[config.mk]
export PLATFORM = sky130hd
export DESIGN_NAME = serial_port_mode_select
export DESIGN_NICKNAME = d
export VERILOG_FILES = /design/src/shared/serial_port_mode_pkg.sv /design/src/core/serial_port_mode_select.sv
export SDC_FILE = /design/constraint.sdc
export NUM_CORES = 2
export LEC_CHECK = 0
export CAP_MARGIN = 15
export CORE_ASPECT_RATIO = 0.9
export CORE_MARGIN = 3
export CORE_UTILIZATION = 58
export CTS_BUF_LIST = sky130_fd_sc_hd__clkbuf_16
export DETAILED_ROUTE_END_ITERATION = 8
export DONT_BUFFER_PORTS = 1
export PLACE_DENSITY_LB_ADDON = 0.3
export RECOVER_POWER = 50
export SYNTH_ARGS = -nofsm -noshare
export SYNTH_HDL_FRONTEND = slang
export SYNTH_SLANG_ARGS = --single-unit
export TNS_END_PERCENT = 100
[constraint.sdc]
create_clock -name i_mclk -period 3.74 [get_ports i_mclk]
set_input_delay 0.374 -clock i_mclk [delete_from_list [all_inputs] [get_ports i_mclk]]
set_output_delay 0.374 -clock i_mclk [all_outputs]
set_load 0.1 [all_outputs]
[src/shared/serial_port_mode_pkg.sv]
// constants and types for the serial control port
// assumes a single system clock and a 24-bit register space
package serial_port_mode_pkg;

    // widths
    localparam int DATA_W = 24;
    localparam int FRAME_W = 32;
    localparam int ADDR_W = 6;
    localparam int MULTI_ADDR_W = 5;
    localparam int CHIP_ADDR_W = 3;
    localparam int CNT_W = 6;
    localparam int REG_COUNT = 64;
    localparam int STROBE_W = 18;

    // register offsets
    localparam logic [5:0] REG_CHIP_IDENTIFIER_AND_STROBE = 6'h00;
    localparam logic [5:0] REG_OSCILLATOR_THREE = 6'h03;

    // field positions
    localparam int BIAS_BIT = 4;
    localparam int SOFT_RESET_BIT = 5;
    localparam int STROBE_LSB = 6;
    localparam int POINTER_LSB = 0;
    localparam int FRAME_DATA_LSB = 8;
    localparam int FRAME_ADDR_LSB = 3;
    localparam int FRAME_CHIP_LSB = 0;

    // reset values; identifier value is arbitrary
    localparam logic [23:0] CHIP_IDENTIFIER = 24'h5ac31e;
    localparam logic [23:0] OSC_THREE_RESET = 24'h000010;
    localparam logic [23:0] REG_RESET = 24'h000000;

    // rising-edge count before the edge (edge n has count n-1)
    localparam logic [5:0] EDGE_RW = 6'h00;
    localparam logic [5:0] EDGE_LAST_ADDR = 6'h06;
    localparam logic [5:0] EDGE_FIRST_DATA = 6'h07;
    localparam logic [5:0] EDGE_LAST_READ = 6'h1e;
    localparam logic [5:0] EDGE_COMMIT = 6'h1f;
    localparam logic [5:0] CNT_SAT = 6'h20;

    typedef enum logic [1:0] {
        MODE_UNDECIDED,
        MODE_LEGACY,
        MODE_MULTI
    } port_mode_t;

endpackage

[src/core/serial_port_mode_select.sv]
// serial control port with power-up protocol choice and register 0
// assumes i_rst is the hard (power-on) reset and pins are asynchronous
`timescale 1ns/1ps

module serial_port_mode_select
    import serial_port_mode_pkg::*;
(
    // clock and hard reset
    input wire logic i_mclk,
    input wire logic i_rst,
    // serial pins from the host
    input wire logic i_serial_port_select,
    input wire logic i_serial_clk,
    input wire logic i_serial_data_in,
    // board strap and pll status
    input wire logic [CHIP_ADDR_W-1:0] i_chip_address,
    input wire logic i_lock_detect,
    // serial data out and mode flags
    output logic o_lock_or_read_data_out,
    output logic o_legacy_single_slave_mode,
    output logic o_multi_slave_mode,
    // controls toward the pll core
    output logic o_bias_enable,
    output logic o_soft_reset,
    output logic [STROBE_W-1:0] o_strobes
);

    ////////////////////////////////////////////////////////////////////
    // pin synchronisers

    logic sen_s1, sen_s2, sen_s3;
    logic sck_s1, sck_s2, sck_s3;
    logic sdi_s1, sdi_s2;
    logic [CHIP_ADDR_W-1:0] chip_s1, chip_s2;
    logic sen_rise, sclk_rise;

    // two stages each; third stage only for edge finding
    always_ff @(posedge i_mclk) begin
        sen_s1 <= i_serial_port_select;
        sen_s2 <= sen_s1;
        sen_s3 <= sen_s2;
        sck_s1 <= i_serial_clk;
        sck_s2 <= sck_s1;
        sck_s3 <= sck_s2;
        sdi_s1 <= i_serial_data_in;
        sdi_s2 <= sdi_s1;
        chip_s1 <= i_chip_address;
        chip_s2 <= chip_s1;
    end

    // data shares the clock's delay, so stays aligned with it
    assign sen_rise = sen_s2 & ~sen_s3;
    assign sclk_rise = sck_s2 & ~sck_s3;

    ////////////////////////////////////////////////////////////////////
    // protocol choice

    port_mode_t mode_q;

    // only a hard reset reopens the choice; soft reset cannot
    always_ff @(posedge i_mclk) begin
        if (i_rst) begin
            mode_q <= MODE_UNDECIDED;
        end else begin
            unique case (mode_q)
                MODE_UNDECIDED: begin
                    if (sen_rise) begin
                        mode_q <= MODE_LEGACY;
                    end else if (sclk_rise) begin
                        mode_q <= MODE_MULTI;
                    end
                end
                MODE_LEGACY: mode_q <= MODE_LEGACY;
                MODE_MULTI: mode_q <= MODE_MULTI;
            endcase
        end
    end

    // flags lag the state by one cycle
    always_ff @(posedge i_mclk) begin
        if (i_rst) begin
            o_legacy_single_slave_mode <= 1'b0;
            o_multi_slave_mode <= 1'b0;
        end else begin
            o_legacy_single_slave_mode <= (mode_q == MODE_LEGACY);
            o_multi_slave_mode <= (mode_q == MODE_MULTI);
        end
    end

    ////////////////////////////////////////////////////////////////////
    // shifting and frame position

    logic [FRAME_W-1:0] sh_q;
    logic [CNT_W-1:0] cnt_q;
    logic rw_q;
    logic [ADDR_W-1:0] addr_q;
    logic [ADDR_W-1:0] addr_in;

    // shifts in every mode, so the deciding clock edge keeps its bit
    always_ff @(posedge i_mclk) begin
        if (i_rst) begin
            sh_q <= '0;
        end else if (sclk_rise) begin
            sh_q <= {sh_q[FRAME_W-2:0], sdi_s2};
        end
    end

    // legacy edge count restarts at each select rise
    always_ff @(posedge i_mclk) begin
        if (i_rst || sen_rise) begin
            cnt_q <= '0;
        end else if (sclk_rise && cnt_q != CNT_SAT) begin
            cnt_q <= cnt_q + 6'h01;
        end
    end

    assign addr_in = {sh_q[ADDR_W-2:0], sdi_s2};

    // legacy header: one direction bit then six address bits
    always_ff @(posedge i_mclk) begin
        if (i_rst) begin
            rw_q <= 1'b0;
            addr_q <= '0;
        end else if (mode_q == MODE_LEGACY && sclk_rise) begin
            if (cnt_q == EDGE_RW) begin
                rw_q <= sdi_s2;
            end
            if (cnt_q == EDGE_LAST_ADDR) begin
                addr_q <= addr_in;
            end
        end
    end

    ////////////////////////////////////////////////////////////////////
    // write decode

    logic wr_en;
    logic [ADDR_W-1:0] wr_addr;
    logic [DATA_W-1:0] wr_data;
    logic chip_match;
    logic wr_zero;
    logic soft_hit;
    logic [STROBE_W-1:0] wr_strobes;
    logic [MULTI_ADDR_W-1:0] wr_ptr;

    assign chip_match =
        sh_q[FRAME_CHIP_LSB +: CHIP_ADDR_W] == chip_s2;

    // legacy commits on edge 32; multi latches on select rise
    always_comb begin
        wr_en = 1'b0;
        wr_addr = '0;
        wr_data = '0;
        if (mode_q == MODE_LEGACY && sclk_rise &&
            cnt_q == EDGE_COMMIT && !rw_q) begin
            wr_en = 1'b1;
            wr_addr = addr_q;
            // data bits came on rises 8 to 31; the rise-32 bit is unused
            wr_data = sh_q[DATA_W-1:0];
        end else if (mode_q == MODE_MULTI && sen_rise &&
                     chip_match) begin
            wr_en = 1'b1;
            wr_addr = {1'b0, sh_q[FRAME_ADDR_LSB +: MULTI_ADDR_W]};
            wr_data = sh_q[FRAME_DATA_LSB +: DATA_W];
        end
    end

    assign wr_zero = wr_en && wr_addr == REG_CHIP_IDENTIFIER_AND_STROBE;
    assign soft_hit = wr_zero && wr_data[SOFT_RESET_BIT];
    assign wr_strobes = wr_data[STROBE_LSB +: STROBE_W];
    assign wr_ptr = wr_data[POINTER_LSB +: MULTI_ADDR_W];

    ////////////////////////////////////////////////////////////////////
    // register file

    logic [DATA_W-1:0] regs_q [REG_COUNT];

    function automatic logic [DATA_W-1:0] reg_reset(
        input logic [ADDR_W-1:0] a);
        return (a == REG_OSCILLATOR_THREE) ? OSC_THREE_RESET : REG_RESET;
    endfunction

    // register 0 is never stored; it reads as the identifier
    function automatic logic [DATA_W-1:0] reg_read(
        input logic [ADDR_W-1:0] a);
        return (a == REG_CHIP_IDENTIFIER_AND_STROBE) ? CHIP_IDENTIFIER
                                             : regs_q[a];
    endfunction

    // soft reset restores defaults but keeps the protocol choice
    always_ff @(posedge i_mclk) begin
        if (i_rst || soft_hit) begin
            for (int i = 0; i < REG_COUNT; i++) begin
                regs_q[i] <= reg_reset(ADDR_W'(i));
            end
        end else if (wr_en && !wr_zero) begin
            regs_q[wr_addr] <= wr_data;
        end
    end

    // bias mirror drives the output stage directly
    always_ff @(posedge i_mclk) begin
        if (i_rst || soft_hit) begin
            o_bias_enable <= OSC_THREE_RESET[BIAS_BIT];
        end else if (wr_en && wr_addr == REG_OSCILLATOR_THREE) begin
            o_bias_enable <= wr_data[BIAS_BIT];
        end
    end

    // strobes and soft reset are single-cycle pulses
    always_ff @(posedge i_mclk) begin
        if (i_rst) begin
            o_soft_reset <= 1'b0;
            o_strobes <= '0;
        end else begin
            o_soft_reset <= soft_hit;
            o_strobes <= wr_zero ? wr_strobes : '0;
        end
    end

    ////////////////////////////////////////////////////////////////////
    // multi-slave read pointer and out shifter

    logic [MULTI_ADDR_W-1:0] ptr_q, ptr_next;
    logic [DATA_W-1:0] mrd_q;

    // pointer only moves in multi mode; legacy ignores the field
    assign ptr_next = (mode_q == MODE_MULTI && wr_zero) ? wr_ptr
                                                         : ptr_q;

    always_ff @(posedge i_mclk) begin
        if (i_rst) begin
            ptr_q <= '0;
        end else begin
            ptr_q <= ptr_next;
        end
    end

    // reload at frame end so the next frame shifts the target out
    always_ff @(posedge i_mclk) begin
        if (i_rst) begin
            mrd_q <= CHIP_IDENTIFIER;
        end else if (mode_q == MODE_MULTI && sen_rise) begin
            mrd_q <= reg_read({1'b0, ptr_next});
        end else if (mode_q != MODE_LEGACY && sclk_rise) begin
            mrd_q <= {mrd_q[DATA_W-2:0], 1'b0};
        end
    end

    ////////////////////////////////////////////////////////////////////
    // data-out pin: lock detect in undecided and legacy mode unless a legacy read owns it; multi mode always shows read data

    logic reading_q;
    logic [DATA_W-1:0] rd_q;

    // without the data-out wire the host simply never sees reads
    always_ff @(posedge i_mclk) begin
        if (i_rst) begin
            reading_q <= 1'b0;
            rd_q <= '0;
            o_lock_or_read_data_out <= 1'b0;
        end else begin
            unique case (mode_q)
                MODE_LEGACY: begin
                    if (sen_rise) begin
                        reading_q <= 1'b0;
                        o_lock_or_read_data_out <= i_lock_detect;
                    end else if (sclk_rise && cnt_q == EDGE_LAST_ADDR &&
                                 rw_q) begin
                        reading_q <= 1'b1;
                        rd_q <= reg_read(addr_in);
                    end else if (sclk_rise && reading_q &&
                                 cnt_q >= EDGE_FIRST_DATA &&
                                 cnt_q <= EDGE_LAST_READ) begin
                        o_lock_or_read_data_out <= rd_q[DATA_W-1];
                        rd_q <= {rd_q[DATA_W-2:0], 1'b0};
                    end else if (sclk_rise && reading_q &&
                                 cnt_q == EDGE_COMMIT) begin
                        reading_q <= 1'b0;
                        o_lock_or_read_data_out <= i_lock_detect;
                    end else if (!reading_q) begin
                        o_lock_or_read_data_out <= i_lock_detect;
                    end
                end
                MODE_MULTI: begin
                    o_lock_or_read_data_out <= mrd_q[DATA_W-1];
                end
                MODE_UNDECIDED: begin
                    o_lock_or_read_data_out <= i_lock_detect;
                end
            endcase
        end
    end
endmodule // serial_port_mode_select

After elaboration in Yosys (flattened, before gate mapping) --
Memories as Yosys holds them, arrays and structs flattened. Cells that the tools add are included.
Storage, ports and cells: input port bits 9, RAM bits 1536, bits in registers 138, memories kept 1
Memories:
- regs_q | words 64, width 24, read ports 2, clocked after Yosys merged registers in 0, wr ports 64, line serial_port_mode_select.sv:176 | logic [DATA_W-1:0] regs_q [REG_COUNT];
Operators by class: add/subtract/negate cells 1, mux-type cells 34, equality and inequality tests 12, order comparisons 2, bitwise operators 6, reduce and logical (&&, ||, !) cells 37
Operators with widths (number):
- $mux 24 | 9
- $reduce_or 24->1 | 1
- $logic_and 1x1->1 | 18
- $logic_not 6->1 | 3
- $mux 1 | 17
- $mux 6 | 2
- $mux 5 | 2
- $ne 3x3->1 const B | 3
- $add 6x1->6 const B | 1
- $eq 6x2->1 const B | 1
- $eq 6x3->1 const B | 1
- $eq 6x5->1 const B | 1
- $ge 6x3->1 const B | 1
- $le 6x5->1 const B | 1
- $ne 6x6->1 const B | 1
- $pmux 2 s3 | 1
- $reduce_and 2->1 | 3
- $reduce_and 3->1 | 2
- $logic_not 5->1 | 1
- $ne 5x3->1 const B | 1
- $mux 2 | 2
- $not 1->1 | 4
- $reduce_bool 2->1 | 2
- $eq 3x3->1 | 1
- other kinds (10) | 13

Logic depth before layout (Yosys ltp) --
depth in word-level cells 15, gate-level depth with buffers 19, gate-level depth less buffers 12

Least setup slack after synthesis --
OpenSTA, ideal clock, no wires.
kind register -> register, start register mode_q[1], end memory regs_q[48][0] (enable), setup slack -0.028 ns, cell stages (with the launch flop) 14, buffers on the path 3, data arrival time 3.387 ns, data required time 3.359 ns, cell sequence dfxtp_1 -> inv_1 -> ha_1 -> clkbuf_1 -> nand2b_1 -> nor3_2 -> buf_2 -> nor2_1 -> o221ai_1 -> nand3_1 -> a221oi_1 -> nand2_1 -> clkbuf_1 -> nand2_1
RTL lines:
- start: declaration | line serial_port_mode_select.sv:58 | port_mode_t mode_q;
- start signal: assignment | line serial_port_mode_select.sv:63 | mode_q <= MODE_UNDECIDED;
- start signal: assignment | line serial_port_mode_select.sv:68 | mode_q <= MODE_LEGACY;
- start signal: assignment | line serial_port_mode_select.sv:70 | mode_q <= MODE_MULTI;
- end: declaration | line serial_port_mode_select.sv:176

Worst setup path in the final report --
start register cnt_q[0], end register mrd_q[7]
Between the ends: longest elaborated chain between the ends 11, elaborated cells between the ends (all ways) 14, those cells by class eq/ne (1); mux (6); reduce/logical (6); memory (1)
Ends and longest elaborated chain:
- start: declaration | line serial_port_mode_select.sv:94 | logic [CNT_W-1:0] cnt_q;
- start signal: assignment | line serial_port_mode_select.sv:113 | cnt_q <= cnt_q + 6'h01;
- $eq 6x5->1 * | line serial_port_mode_select.sv:155 | cnt_q == EDGE_COMMIT && !rw_q) begin
- $logic_and 1x1->1 * | line serial_port_mode_select.sv:154 | if (mode_q == MODE_LEGACY && sclk_rise &&
- $logic_and 1x1->1 * | line serial_port_mode_select.sv:155
- $mux 6 | line serial_port_mode_select.sv:154
- $logic_not 6->1 | line serial_port_mode_select.sv:168 | assign wr_zero = wr_en && wr_addr == REG_CHIP_IDENTIFIER_AND_STROBE;
- $logic_and 1x1->1 | line serial_port_mode_select.sv:168
- $logic_and 1x1->1 | line serial_port_mode_select.sv:228 | assign ptr_next = (mode_q == MODE_MULTI && wr_zero) ? wr_ptr
- $mux 5 * | line serial_port_mode_select.sv:228
- $mem_v2 64x24 or $logic_not 5->1 (tied branches)
- $mux 24 * | line serial_port_mode_select.sv:186 | return (a == REG_CHIP_IDENTIFIER_AND_STROBE) ? CHIP_IDENTIFIER
- $mux 24 * | line serial_port_mode_select.sv:243 | end else if (mode_q == MODE_MULTI && sen_rise) begin
- end signal: assignment | line serial_port_mode_select.sv:244 | mrd_q <= reg_read({1'b0, ptr_next});
- end signal: assignment | line serial_port_mode_select.sv:246 | mrd_q <= {mrd_q[DATA_W-2:0], 1'b0};
- end: declaration | line serial_port_mode_select.sv:225 | logic [DATA_W-1:0] mrd_q;
Every way passes the cells marked *; elsewhere a longest branch is shown, timed or not. A chain may end at the register's enable or synchronous reset.

==> flow_results.xml <==
<?xml version="1.0" encoding="UTF-8"?>
<metrics>
  <group name="job">
    <metric name="drv_cap" unit="">2</metric>
  </group>
  <group name="timing">
    <metric name="slew_viol_final" unit="">71</metric>
    <metric name="skew" unit="ns">0.0423</metric>
    <metric name="fmax" unit="GHz">0.272</metric>
    <metric name="layout_worst_path_cycle_share" unit="">0.984</metric>
    <metric name="count_of_endpoints_failing_hold_in_the_final_timing_report" unit="">0</metric>
    <metric name="final.hold.worst_slack" unit="ns">0.0934</metric>
    <metric name="relSlewSlack" unit="">-0.297</metric>
    <metric name="post-route-worst-setup-slack" unit="ns">0.0594</metric>
    <metric name="slew_at_the_pin_with_the_worst_max_slew_slack" unit="ns">1.95</metric>
    <metric name="final.min_clock_period" unit="ns">3.68</metric>
    <metric name="rsz0062_at_grt" unit="">yes</metric>
    <metric name="final-setup-viol-count" unit="">0</metric>
  </group>
  <group name="pwr">
    <metric name="p_per_area" unit="mW/mm^2">460</metric>
    <metric name="vdd.ir_drop.worst" unit="mV">0.470</metric>
    <metric name="p_leak" unit="nW">29.0</metric>
  </group>
  <group name="cells_and_area">
    <metric name="layout.nets" unit="">6333</metric>
    <metric name="layoutNonFillerInstCount" unit="">8188</metric>
    <metric name="final_design_area_no_fill" unit="mm^2">0.0894</metric>
    <metric name="layout-drive-gt1-share" unit="">0.191</metric>
    <metric name="synthesis_to_finish_area_growth" unit="%">15.0</metric>
    <metric name="number_of_filler_cells_placed_in_the_layout" unit="">9229</metric>
    <metric name="layout_common_cells" unit="">nor2_1 (1,613), edfxtp_1 (1,536), mux2i_1 (536), buf_4 (436), nand2_1 (408)</metric>
    <metric name="layout.cells.most_common" unit="">nor2_1</metric>
  </group>
  <group name="yosys">
    <metric name="netlist_instances" unit="">6124</metric>
    <metric name="ys_async_sr_fraction" unit="">0</metric>
    <metric name="seq_cells_post_synth" unit="">1674</metric>
    <metric name="synthesis.area" unit="mm^2">0.0778</metric>
    <metric name="synth_seq_area_share" unit="">0.629</metric>
    <metric name="synth_warnings" unit="">0</metric>
    <metric name="dominantRegCellSynth" unit="">edfxtp_1</metric>
    <metric name="synth_cell_types" unit="">76</metric>
    <metric name="post_syn_area_per_cell" unit="um^2">12.7</metric>
    <metric name="count_of_flip_flops_with_a_built_in_enable_after_synthesis" unit="">1536</metric>
  </group>
  <group name="floorplanning">
    <metric name="placeableCoreArea" unit="mm^2">0.132</metric>
    <metric name="placement_rows" unit="">126</metric>
    <metric name="die_area" unit="mm^2">0.139</metric>
    <metric name="starting_density_of_the_core" unit="">0.589</metric>
    <metric name="floorplan.die.height" unit="um">353</metric>
    <metric name="ios" unit="">32</metric>
    <metric name="floorplan.die.width" unit="um">392</metric>
  </group>
  <group name="place">
    <metric name="postPlaceCellArea" unit="mm^2">0.0836</metric>
    <metric name="gpl.final_weighted_congestion" unit="">1.01</metric>
    <metric name="dpl_worst_slack" unit="ns">-0.0256</metric>
    <metric name="cell_count_after_placement" unit="">7849</metric>
    <metric name="io_buffer_count" unit="">0</metric>
    <metric name="hpwl" unit="mm">186</metric>
  </group>
  <group name="worst_setup_path">
    <metric name="timing.critical_path.max_delay_family" unit="">compound AO/OA/AOI/OAI gates</metric>
    <metric name="critical_path.cell_chain" unit="">ha_4, nand4_1, buf_4, o311ai_2, a21o_1, or2_1, buf_12, o21ai_4, buf_12, clkbuf_16, buf_4, buf_4, mux2i_1, o22ai_1, nor4_1, a21oi_1, a221o_1</metric>
    <metric name="timing.reg2reg.setup_slack" unit="ns">0.06</metric>
    <metric name="timing.setup.critical_path_class" unit="">flop to flop</metric>
    <metric name="worst-path-max-fanout" unit="">18</metric>
    <metric name="critPathCaptureType" unit="">flop</metric>
    <metric name="timing.rr.end" unit="">mrd_q[7]$_SDFFE_PP0P_</metric>
    <metric name="cp.required" unit="ns">4.41</metric>
    <metric name="r2r.worst_path.cells" unit="">17</metric>
    <metric name="critical_path.most_common_cell" unit="">buf_4</metric>
    <metric name="total_buffers_and_inverters_traversed_by_the_critical_path" unit="">6</metric>
    <metric name="cpPeakStageDelay" unit="ns">0.37</metric>
    <metric name="launch_instance_of_the_worst_register_to_register_path" unit="">cnt_q[0]$_SDFFE_PP0P_</metric>
    <metric name="timing.critical_path.from_type" unit="">flop</metric>
    <metric name="crit_arrival" unit="ns">4.35</metric>
    <metric name="timing.critical_path.slowest_stage_cell" unit="">dfxtp_2</metric>
  </group>
  <group name="routing">
    <metric name="via_count" unit="">56500</metric>
    <metric name="dr.first_iter.drc_count" unit="">9102</metric>
    <metric name="wirelength" unit="mm">277</metric>
    <metric name="drt_pass1_iterations" unit="">6</metric>
    <metric name="wl_per_cell" unit="um">33.8</metric>
    <metric name="post-route-drc-count" unit="">0</metric>
    <metric name="antenna_left" unit="">0</metric>
    <metric name="vias_per_cell" unit="">6.91</metric>
  </group>
  <group name="worst_hold_path">
    <metric name="timing.hold.worst.class" unit="">input pin to flop</metric>
    <metric name="worst_hold_path_endpoint" unit="">mrd_q[0]$_SDFFE_PP0P_</metric>
    <metric name="hold_path.startpoint" unit="">i_rst</metric>
    <metric name="worstHoldPathCells" unit="">3</metric>
  </group>
  <group name="run_status">
    <metric name="failed_checks" unit="">capacitance limit, slew limit</metric>
    <metric name="run_status" unit="">finished with violations</metric>
  </group>
  <group name="grt">
    <metric name="globalRoute.totalOverflow" unit="">0</metric>
    <metric name="via_count_of_the_first_global_routing_pass" unit="">54800</metric>
    <metric name="grt_pass1_wl" unit="mm">389</metric>
    <metric name="antenna_found_initial" unit="">9</metric>
    <metric name="pin_count_of_the_biggest_net_entering_global_routing" unit="">78</metric>
    <metric name="grt_util_all_layers" unit="">0.396</metric>
  </group>
  <group name="cts">
    <metric name="tritoncts_num_sinks" unit="">1674</metric>
    <metric name="clk_path_buf_depth" unit="">3</metric>
    <metric name="numCtsBuffers" unit="">166</metric>
    <metric name="clkSlewWorstSetupHoldPaths" unit="ns">0.06</metric>
    <metric name="clockRootBuffer" unit="">clkbuf_16</metric>
    <metric name="cts-htree-levels" unit="">4</metric>
    <metric name="worstSkewPairLatency" unit="ns">0.82</metric>
    <metric name="tritoncts" unit="">built</metric>
  </group>
</metrics>
cells in the mapped netlist (37+ instances only):
cell type,number,area share
nand2_1,416,0.020
nor2_1,1615,0.078
mux2i_1,556,0.072
o221ai_1,117,0.013
buf_1,63,0.0030
buf_2,94,0.0060
a21oi_1,189,0.012
nand3_1,77,0.0050
clkbuf_1,403,0.019
o22ai_1,185,0.015
dfxtp_1,138,0.036
o21ai_0,37,0.0024
edfxtp_1,1536,0.59
mux4_2,298,0.086
metrics by stage:
step,power (W),utilization,TNS (ns)
after floorplan,0.0236,-,0
after global placement,0.0252,0.633,-0.00156
after detailed placement,0.0252,0.633,-0.0580
after CTS,0.0410,0.673,0
after global routing,0.0420,0.677,-0.0354
final,0.0411,0.677,0
cells by family (layout without fill, tap and decap cells):
logic type,after synthesis,after routing,synth area share
compound gates,685,686,0.0590
flops,1674,1674,0.629
simple gates,2268,2268,0.117
fa+ha+maj,6,6,0.000965
xor+xnor,7,7,0.000788
buf+inv,596,898,0.0314
mux,887,887,0.163
other cells,1,34,0.0000482
sequential cells by signal (all words and copies together) (netlist names), 2 cells and up:
register	flops
o_strobes	18
regs_q	1536
sh_q	32
mode_q	2
cnt_q	6
ptr_q	5
chip_s2	3
mrd_q	24
rd_q	24
addr_q	6
chip_s1	3
report_power, final:
group          internal [W]  leakage (nW)  switching, W
Sequential           0.0213          15.7      0.000553
Clock               0.00877          2.71       0.00731
Combinational       0.00132          10.6       0.00188
Total                0.0314          29.0       0.00974
worst max-delay path by stage:
stage               depth (start not counted)                   start                endpoint  slack, ns
floorplan                                  18  mode_q[0]$_SDFFE_PP0P_  mrd_q[21]$_SDFFE_PP0P_       0.11
global placement                           15   cnt_q[0]$_SDFFE_PP0P_   mrd_q[2]$_SDFFE_PP1P_     -0.002
detailed placement                         14   cnt_q[1]$_SDFFE_PP0P_  mrd_q[21]$_SDFFE_PP0P_      -0.03
CTS                                        14   cnt_q[1]$_SDFFE_PP0P_  mrd_q[21]$_SDFFE_PP0P_      0.006
global route                               16  mode_q[0]$_SDFFE_PP0P_  mrd_q[18]$_SDFFE_PP0P_      -0.02
finish                                     17   cnt_q[0]$_SDFFE_PP0P_   mrd_q[7]$_SDFFE_PP0P_       0.06
layout make-up:
class | count | area [um^2] | share of cell area
sequential | 1674 | 48900 | 0.547
clock buffer | 169 | 4230 | 0.0473
multi-input combinational | 3878 | 27000 | 0.302
timing repair buffer | 581 | 6090 | 0.0681
antenna | 10 | 25.0 | 0.000280
clock inverter | 131 | 922 | 0.0103
tap | 1728 | 2160 | 0.0242
inverter | 17 | 66.3 | 0.000742
tightest hold or removal path: cells and delay by family:
kind	cells	cell delay [ns]
buffers and inverters	1	0.20
AO/OA/AOI/OAI	1	0.25
AND/OR/NAND/NOR	1	0.03
repair_timing:
action                                  CTS  global route
endpoints found under the setup margin    8            50
hold endpoints to repair                 87             0
hold buffers                             10             0
pin swaps                                 1             3
resized for setup                         6            47
gates cloned                              0             5
buffers inserted                          2            12
metal layers:
metal / part of all wire / GRT usage
met5: 0.000094 / 0
met4: 0.079 / 0.258
met3: 0.13 / 0.105
met2: 0.45 / 0.596
met1: 0.34 / 0.510
Note: power is estimated with default switching activity, not from simulation.
